**src/verilog/rcg_pkg.sv**
```systemverilog
// Constants and types shared by the ranging code generator.
// Assumes a single 25 MHz clock with the chip rate derived from it.
//
// Overview of operation
// Ranging chip is common XOR variant output
// All three registers advance once per chip
// Common register starts all ones, cut at 8190
// Common register reloads each 1 ms epoch
// Variant registers wrap freely over 8191 chips
// Variant registers reload their vector each epoch
// Fixed feedback polynomials for common and variant
// Variant set by vector or ones plus advance
// Shift low to high stage, stage 13 out
// Common state 8190 detected, reload thirteen ones
// Encoded nav symbols XORed onto inphase code
// Ten-bit overlay stepped per epoch on symbols
// Quadrature code XORed with 20-bit sync code
// Inphase and quadrature chip edges coincide
// All timing derived from one clock reference
// Overlay 0000110101, inverted for one symbols
// Quadrature sync starts on 20 ms data epoch
// Rightmost printed vector bit is first chip
// Satellite selection supplied before enabling
// One-cycle pulse at each epoch reload
`default_nettype none

package rcg_pkg;

  // ==========================================================
  // Timing
  localparam int CLK_HZ       = 25_000_000;
  localparam int CHIP_HZ      = 10_230_000;
  localparam int NCO_W        = 32;
  localparam logic [NCO_W-1:0] NCO_INC =
    NCO_W'((64'(CHIP_HZ) << NCO_W) / 64'(CLK_HZ));

  // ==========================================================
  // Code lengths
  localparam int EPOCH_CHIPS  = 10230;
  localparam int XA_LEN       = 8190;
  localparam int XB_LEN       = 8191;
  localparam int OVL_LEN      = 10;
  localparam int QSYNC_LEN    = 20;
  localparam int CNT_W        = 14;

  // ==========================================================
  // Feedback taps, bit k-1 is stage k
  localparam logic [12:0] XA_TAPS   = 13'h1B00;
  localparam logic [12:0] XB_TAPS   = 13'h18ED;
  localparam logic [12:0] ALL_ONES  = 13'h1FFF;

  // ==========================================================
  // Synchronisation patterns, first bit is the MSB
  localparam logic [9:0]  OVL_PATTERN   = 10'h035;
  localparam logic [19:0] QSYNC_PATTERN = 20'h04D4E;

  // ==========================================================
  // Types
  typedef enum logic [1:0] {
    RCG_IDLE = 2'b00,
    RCG_SEEK = 2'b01,
    RCG_LOAD = 2'b10,
    RCG_RUN  = 2'b11
  } rcg_state_t;

  typedef struct packed {
    logic        use_advance;
    logic [12:0] inphase_vec;
    logic [12:0] quad_vec;
    logic [12:0] inphase_adv;
    logic [12:0] quad_adv;
  } rcg_sat_t;

  typedef struct packed {
    logic inphase_ranging_code;
    logic quadrature_ranging_code;
    logic inphase_bit_train;
    logic quad_bit_train;
  } rcg_chip_t;

endpackage

`default_nettype wire

```
**src/verilog/rcg_top.sv**
```systemverilog
// Ranging code generator: common and variant registers, overlays.
// Assumes nav_bit_train and satellite selection are on clk.
`default_nettype none

module rcg_top
  import rcg_pkg::*;
#(
  parameter int EPOCH_LEN = EPOCH_CHIPS,
  parameter int XA_CUT    = XA_LEN
) (
  // Clock and reset
  input  wire logic      clk,
  input  wire logic      reset_n,
  // Control from the payload controller
  input  wire logic      gen_enable,
  input  wire rcg_sat_t  sat_sel,
  // Navigation data source
  input  wire logic      nav_bit_train,
  output logic           symbol_take_ff,
  // Carrier modulator
  output rcg_chip_t      chips_ff,
  output logic           chip_strobe_ff,
  output logic           epoch_pulse_ff,
  output logic           running_ff
);

  // ==========================================================
  // Elaboration checks
  if (EPOCH_LEN <= XA_CUT || EPOCH_LEN >= 2 ** CNT_W)
    $error("EPOCH_LEN out of range");
  if (XA_CUT < 2 || XA_CUT > XB_LEN)
    $error("XA_CUT out of range");

  // ==========================================================
  // Chip clock enable
  // Phase accumulator keeps the mean chip rate exact; edges jitter
  // by one clock, but both codes share the same enable.
  logic [NCO_W-1:0] acc_ff;
  logic             chip_en_ff;
  wire logic [NCO_W:0] acc_sum = {1'b0, acc_ff} + {1'b0, NCO_INC};

  always_ff @(posedge clk or negedge reset_n) begin
    if (!reset_n) begin
      acc_ff     <= '0;
      chip_en_ff <= 1'b0;
    end else begin
      acc_ff     <= acc_sum[NCO_W-1:0];
      chip_en_ff <= acc_sum[NCO_W];
    end
  end

  // ==========================================================
  // Sequencer state and counters
  rcg_state_t       state_ff;
  logic [12:0]      b0i_ff, b0q_ff;
  logic [12:0]      seek_i_ff, seek_q_ff;
  logic [CNT_W-1:0] chip_cnt_ff, xa_cnt_ff;
  logic [3:0]       ovl_cnt_ff;
  logic [4:0]       qs_cnt_ff;
  logic             sym_ff;

  // Printed vectors list stage 13 rightmost; flip into stage order
  function automatic logic [12:0] rcg_flip(input logic [12:0] v);
    logic [12:0] r;
    r = '0;
    for (int k = 0; k < 13; k++) begin
      r[k] = v[12-k];
    end
    return r;
  endfunction

  // Decodes
  wire logic run       = (state_ff == RCG_RUN);
  wire logic seek      = (state_ff == RCG_SEEK);
  wire logic in_load   = (state_ff == RCG_LOAD);
  wire logic tick      = run && chip_en_ff;
  wire logic epoch_end = (chip_cnt_ff == CNT_W'(EPOCH_LEN - 1));
  wire logic xa_end    = (xa_cnt_ff == CNT_W'(XA_CUT - 1));
  wire logic ovl_end   = (ovl_cnt_ff == 4'(OVL_LEN - 1));
  wire logic qs_end    = (qs_cnt_ff == 5'(QSYNC_LEN - 1));
  wire logic go_seek   = (state_ff == RCG_IDLE) && gen_enable
                         && sat_sel.use_advance;
  wire logic seek_done = seek && seek_i_ff == '0 && seek_q_ff == '0;

  // ==========================================================
  // Shift register generators
  logic [12:0] xa_st, xbi_st, xbq_st;
  logic        xa_out, xbi_out, xbq_out;

  // Common register: all ones at start, cut short, reset at epoch
  wire logic xa_load = in_load || (tick && (epoch_end || xa_end));
  // Variants: free-running; only the epoch or set-up reloads them
  wire logic xb_load = go_seek || in_load || (tick && epoch_end);
  wire logic [12:0] xbi_val = go_seek ? ALL_ONES : b0i_ff;
  wire logic [12:0] xbq_val = go_seek ? ALL_ONES : b0q_ff;
  wire logic xbi_step = tick || (seek && seek_i_ff != '0);
  wire logic xbq_step = tick || (seek && seek_q_ff != '0);

  rcg_lfsr13 #(.TAPS(XA_TAPS)) u_common (
    .clk        (clk),
    .reset_n    (reset_n),
    .load       (xa_load),
    .load_state (ALL_ONES),
    .step       (tick),
    .state_ff   (xa_st),
    .code_out   (xa_out)
  );

  rcg_lfsr13 #(.TAPS(XB_TAPS)) u_inphase (
    .clk        (clk),
    .reset_n    (reset_n),
    .load       (xb_load),
    .load_state (xbi_val),
    .step       (xbi_step),
    .state_ff   (xbi_st),
    .code_out   (xbi_out)
  );

  rcg_lfsr13 #(.TAPS(XB_TAPS)) u_quad (
    .clk        (clk),
    .reset_n    (reset_n),
    .load       (xb_load),
    .load_state (xbq_val),
    .step       (xbq_step),
    .state_ff   (xbq_st),
    .code_out   (xbq_out)
  );

  // ==========================================================
  // Chip composition
  wire logic i_code  = xa_out ^ xbi_out;
  wire logic q_code  = xa_out ^ xbq_out;
  wire logic ovl_bit = OVL_PATTERN[4'(OVL_LEN - 1) - ovl_cnt_ff];
  wire logic qs_bit  = QSYNC_PATTERN[5'(QSYNC_LEN - 1) - qs_cnt_ff];
  wire logic i_data  = sym_ff ^ ovl_bit;
  wire rcg_chip_t nxt_chips = '{
    inphase_ranging_code:    i_code,
    quadrature_ranging_code: q_code,
    inphase_bit_train:       i_code ^ i_data,
    quad_bit_train:          q_code ^ qs_bit
  };

  // ==========================================================
  // Sequencer; satellite selection is sampled at enable
  always_ff @(posedge clk or negedge reset_n) begin
    if (!reset_n) begin
      state_ff  <= RCG_IDLE;
      b0i_ff    <= ALL_ONES;
      b0q_ff    <= ALL_ONES;
      seek_i_ff <= '0;
      seek_q_ff <= '0;
    end else if (!gen_enable) begin
      state_ff  <= RCG_IDLE;
    end else begin
      case (state_ff)
        RCG_IDLE: begin
          if (sat_sel.use_advance) begin
            seek_i_ff <= sat_sel.inphase_adv;
            seek_q_ff <= sat_sel.quad_adv;
            state_ff  <= RCG_SEEK;
          end else begin
            b0i_ff    <= rcg_flip(sat_sel.inphase_vec);
            b0q_ff    <= rcg_flip(sat_sel.quad_vec);
            state_ff  <= RCG_LOAD;
          end
        end
        RCG_SEEK: begin
          if (seek_i_ff != '0) seek_i_ff <= seek_i_ff - 13'h0001;
          if (seek_q_ff != '0) seek_q_ff <= seek_q_ff - 13'h0001;
          if (seek_done) begin
            b0i_ff   <= xbi_st;
            b0q_ff   <= xbq_st;
            state_ff <= RCG_LOAD;
          end
        end
        RCG_LOAD: state_ff <= RCG_RUN;
        default:  state_ff <= RCG_RUN;
      endcase
    end
  end

  // ==========================================================
  // Chip, epoch, overlay and sync counters
  // Counters clear together so the sync code starts on a data bit.
  always_ff @(posedge clk or negedge reset_n) begin
    if (!reset_n) begin
      chip_cnt_ff <= '0;
      xa_cnt_ff   <= '0;
      ovl_cnt_ff  <= '0;
      qs_cnt_ff   <= '0;
      sym_ff      <= 1'b0;
    end else if (in_load) begin
      chip_cnt_ff <= '0;
      xa_cnt_ff   <= '0;
      ovl_cnt_ff  <= '0;
      qs_cnt_ff   <= '0;
      sym_ff      <= nav_bit_train;
    end else if (tick) begin
      chip_cnt_ff <= epoch_end ? '0 : chip_cnt_ff + 1'b1;
      xa_cnt_ff   <= (epoch_end || xa_end) ? '0 : xa_cnt_ff + 1'b1;
      if (epoch_end) begin
        ovl_cnt_ff <= ovl_end ? '0 : ovl_cnt_ff + 4'h1;
        qs_cnt_ff  <= qs_end ? '0 : qs_cnt_ff + 5'h01;
        if (ovl_end) sym_ff <= nav_bit_train;
      end
    end
  end

  // ==========================================================
  // Output registers, all updated on the same edge
  always_ff @(posedge clk or negedge reset_n) begin
    if (!reset_n) begin
      chips_ff       <= '0;
      chip_strobe_ff <= 1'b0;
      epoch_pulse_ff <= 1'b0;
      symbol_take_ff <= 1'b0;
      running_ff     <= 1'b0;
    end else begin
      if (tick) chips_ff <= nxt_chips;
      else if (!run) chips_ff <= '0;
      chip_strobe_ff <= tick;
      epoch_pulse_ff <= tick && chip_cnt_ff == '0;
      symbol_take_ff <= in_load || (tick && epoch_end && ovl_end);
      running_ff     <= run;
    end
  end

  // Chips seen since the last epoch pulse
  logic [CNT_W-1:0] gap_ff;
  logic             seen_ep_ff;
  always_ff @(posedge clk or negedge reset_n) begin
    if (!reset_n) begin
      gap_ff     <= '0;
      seen_ep_ff <= 1'b0;
    end else if (!run) begin
      gap_ff     <= '0;
      seen_ep_ff <= 1'b0;
    end else if (epoch_pulse_ff) begin
      gap_ff     <= '0;
      seen_ep_ff <= 1'b1;
    end else if (chip_strobe_ff) begin
      gap_ff     <= gap_ff + 1'b1;
    end
  end
endmodule // rcg_top

`default_nettype wire

```
**src/verilog/rcg_lfsr13.sv**
```systemverilog
// Thirteen-stage shift register generator with load and step.
// Assumes load and step come from logic on the same clock.
`default_nettype none

module rcg_lfsr13
  import rcg_pkg::*;
#(
  parameter logic [12:0] TAPS = XB_TAPS
) (
  // Clock and reset
  input  wire logic        clk,
  input  wire logic        reset_n,
  // Control
  input  wire logic        load,
  input  wire logic [12:0] load_state,
  input  wire logic        step,
  // State, bit k-1 is stage k
  output logic      [12:0] state_ff,
  output logic             code_out
);

  // Feedback into stage 1 from the tapped stages
  wire logic fb = ^(state_ff & TAPS);
  wire logic [12:0] nxt_state = {state_ff[11:0], fb};

  // Load wins over step so an epoch reload is never skipped
  always_ff @(posedge clk or negedge reset_n) begin
    if (!reset_n) begin
      state_ff <= ALL_ONES;
    end else if (load) begin
      state_ff <= load_state;
    end else if (step) begin
      state_ff <= nxt_state;
    end
  end

  assign code_out = state_ff[12];

endmodule // rcg_lfsr13

`default_nettype wire

```
**config.mk**
```make
export PLATFORM = sky130hd
export DESIGN_NAME = rcg_top
export DESIGN_NICKNAME = d
export VERILOG_FILES = /design/src/verilog/rcg_pkg.sv /design/src/verilog/rcg_top.sv /design/src/verilog/rcg_lfsr13.sv
export SDC_FILE = /design/constraint.sdc
export NUM_CORES = 1
export LEC_CHECK = 0
export ABC_AREA = 1
export BUFFER_PORTS_ARGS = -buffer_cell sky130_fd_sc_hd__buf_2
export CAP_MARGIN = 20
export CORE_ASPECT_RATIO = 0.8
export CORE_MARGIN = 4
export CORE_UTILIZATION = 50
export DETAILED_ROUTE_END_ITERATION = 12
export PLACE_DENSITY = 0.72
export SLEW_MARGIN = 0
export SYNTH_ARGS = -nofsm -noshare
export SYNTH_HDL_FRONTEND = slang
export SYNTH_HIERARCHICAL = 1
export SYNTH_SLANG_ARGS = --single-unit
```
**constraint.sdc**
```tcl
create_clock -name clk -period 2.2 [get_ports clk]
set_input_delay 0.11 -clock clk [delete_from_list [all_inputs] [get_ports clk]]
set_output_delay 0.11 -clock clk [all_outputs]
set_load 0.1 [all_outputs]
```
==> out/metrics.cfg <==
[critical_path]
cp.arrival_ps=2400
startpoint_type=flop
end_kind=flop
crit_fanout=26
cp_data_required_time_ps=2570
worstSetupPathType=reg -> reg

[global_route]
grt_pass1_vias=9123
grt_max_degree=52
antenna_found_initial=0
grt_overflow=0
grt_util_all_layers_pct=22.5
grt_pass1_wl_um=43900

[drt]
drt-met1-wl_um=13000
drc=0
dr.pass1.iters=6
top_layer_used=met4
wl_um=26000
dr_wl_met3_um=1550
met2WireLength_um=11100
ant_nets=0
dr.first_iter.drc_count=890
wl_per_cell_um=13.6
vias=9795
viasPerCell=5.13

[clock_network]
cts_inserted_buffers=17
cts.path.max_buffers=2
clk_pin_slew_ps=70
cts_sinks=172
h-tree-depth=4
insertion_delay_ps=440
cts_tree=yes
root_buffer=clkbuf_16

[die]
die_area_um2=23600
core_area_um2=20800
die_x_um=171
start_util_pct=51.0
rows=47
io_pins=65
die_h_um=138

[placed_design]
dp_hpwl_um=18500
numPortBuffers=64
place_congestion=0.910

[timing]
whs_ps=13.3
period_share_pct=92.3
finalSetupViolCount=0
rsz0062_at_grt=no
fin_crit_ps=2030
fin_skew_ps=10.5
drv_slew=0
timing.setup.tns_ps=0
final_hold_viol_count=0
fmax_mhz=492

[finish]
antenna_cells=0
final_util_pct=59.2
biggestRegsByFlops=acc_ff (32), chip_cnt_ff (14), xa_cnt_ff (14)
largest-register=acc_ff
largest_register_ffs=32
drive_gt1_share_pct=15.1
fill_cells=1924
final_common_cell=nand2_1
layout_common_cells=586 x nand2_1, 152 x nor2_1, 151 x inv_1
area_delta_synth_final_pct=16.1
nNetsFinal=1703

[pwr]
clockPowerShare_pct=24.8
p_int_mw=7.65
combPwrFrac_pct=33.4
power.leakage_nw=6.21
ir_drop_uv=675
powerDensity_nw_per_um2=1010
switching_power_mw=4.80
p_sw_share_pct=38.6
power_frac_seq_pct=41.9

[logic_synthesis]
syn_area_per_cell_um2=7.02
yosysWarnings=6
syn-cell-area_um2=10600
synthCells=1509

[flow_run]
drv_cap=0

[outcome]
status=completed

[worst_hold_path]
hold_class=in -> reg

==> final cells by class <==
cell class | instances | area, um2 | area share, %
multi-input combinational | 1143 | 5410 | 44.0
clock inverter | 13 | 141 | 1.15
timing repair buffer | 127 | 932 | 7.58
clock buffer | 19 | 453 | 3.68
inverter | 167 | 632 | 5.14
tap | 269 | 337 | 2.74
sequential | 172 | 4390 | 35.7
==> layer usage <==
metal  up-vias  global-route usage (%)
met1      4461                    34.3
met2       284                    33.3
met5         -                       0
met4         0                    5.25
met3        30                    4.05
li1       5020                       -
==> worst max-delay path, stage by stage, from the launching register on <==
cell and delay (ps):
dfrtp_1 370, inv_1 160, ha_1 190, nand2_1 60, nor2_1 220, nand3b_2 160, o21bai_4 310, nand2_4 270
nand2_1 150, nand2_1 70
==> metrics by stage <==
step           area [um2]  power [mW]  std cells  worst slack (ps)
2_1_floorplan       10600        8.22       1521               422
3_3_place_gp        11300        9.14       1843               265
3_5_place_dp        11300        9.27       1843               219
4_1_cts             12200        12.5       1906               146
5_1_grt             12300        13.4       1910              21.6
6_report            12300        12.4       1910               168
==> path summary, 6_finish.rpt <==
| kind | from | to | slack, ps | cells past startpoint |
|---|---|---|---|---|
| max in group asynchronous | reset_n | b0q_ff[11] | 1360 | 3 |
| hold / removal | sat_sel[13] | seek_i_ff[0] | 10 | 5 |
| setup reg to reg | seek_q_ff[0] | b0i_ff[12] | 170 | 9 |
| setup / recovery | seek_q_ff[0] | b0i_ff[12] | 170 | 9 |
| hold reg to reg | acc_ff[0] | acc_ff[0] | 450 | 1 |
| min in group asynchronous | reset_n | seek_q_ff[9] | 130 | 2 |
==> what timing repair did <==
| action | in CTS | in global routing |
|---|---|---|
| gates resized for setup | 0 | 4 |
| endpoints found under the setup margin | 0 | 16 |
| buffers inserted | 0 | 3 |
| hold buffers | 31 | 0 |
| endpoints found under the hold margin | 110 | 0 |
==> power groups by stage <==
| stage | clock network [mW] | registers [mW] | logic [mW] |
|---|---|---|---|
| 2_1_floorplan | 0 | 5.06 | 3.16 |
| 3_3_place_gp | 0 | 5.23 | 3.90 |
| 3_5_place_dp | 0 | 5.23 | 4.04 |
| 4_1_cts | 3.14 | 5.19 | 4.12 |
| 5_1_grt | 3.31 | 5.33 | 4.79 |
| 6_report | 3.08 | 5.21 | 4.15 |
Note: power is estimated with default switching activity, not from simulation.
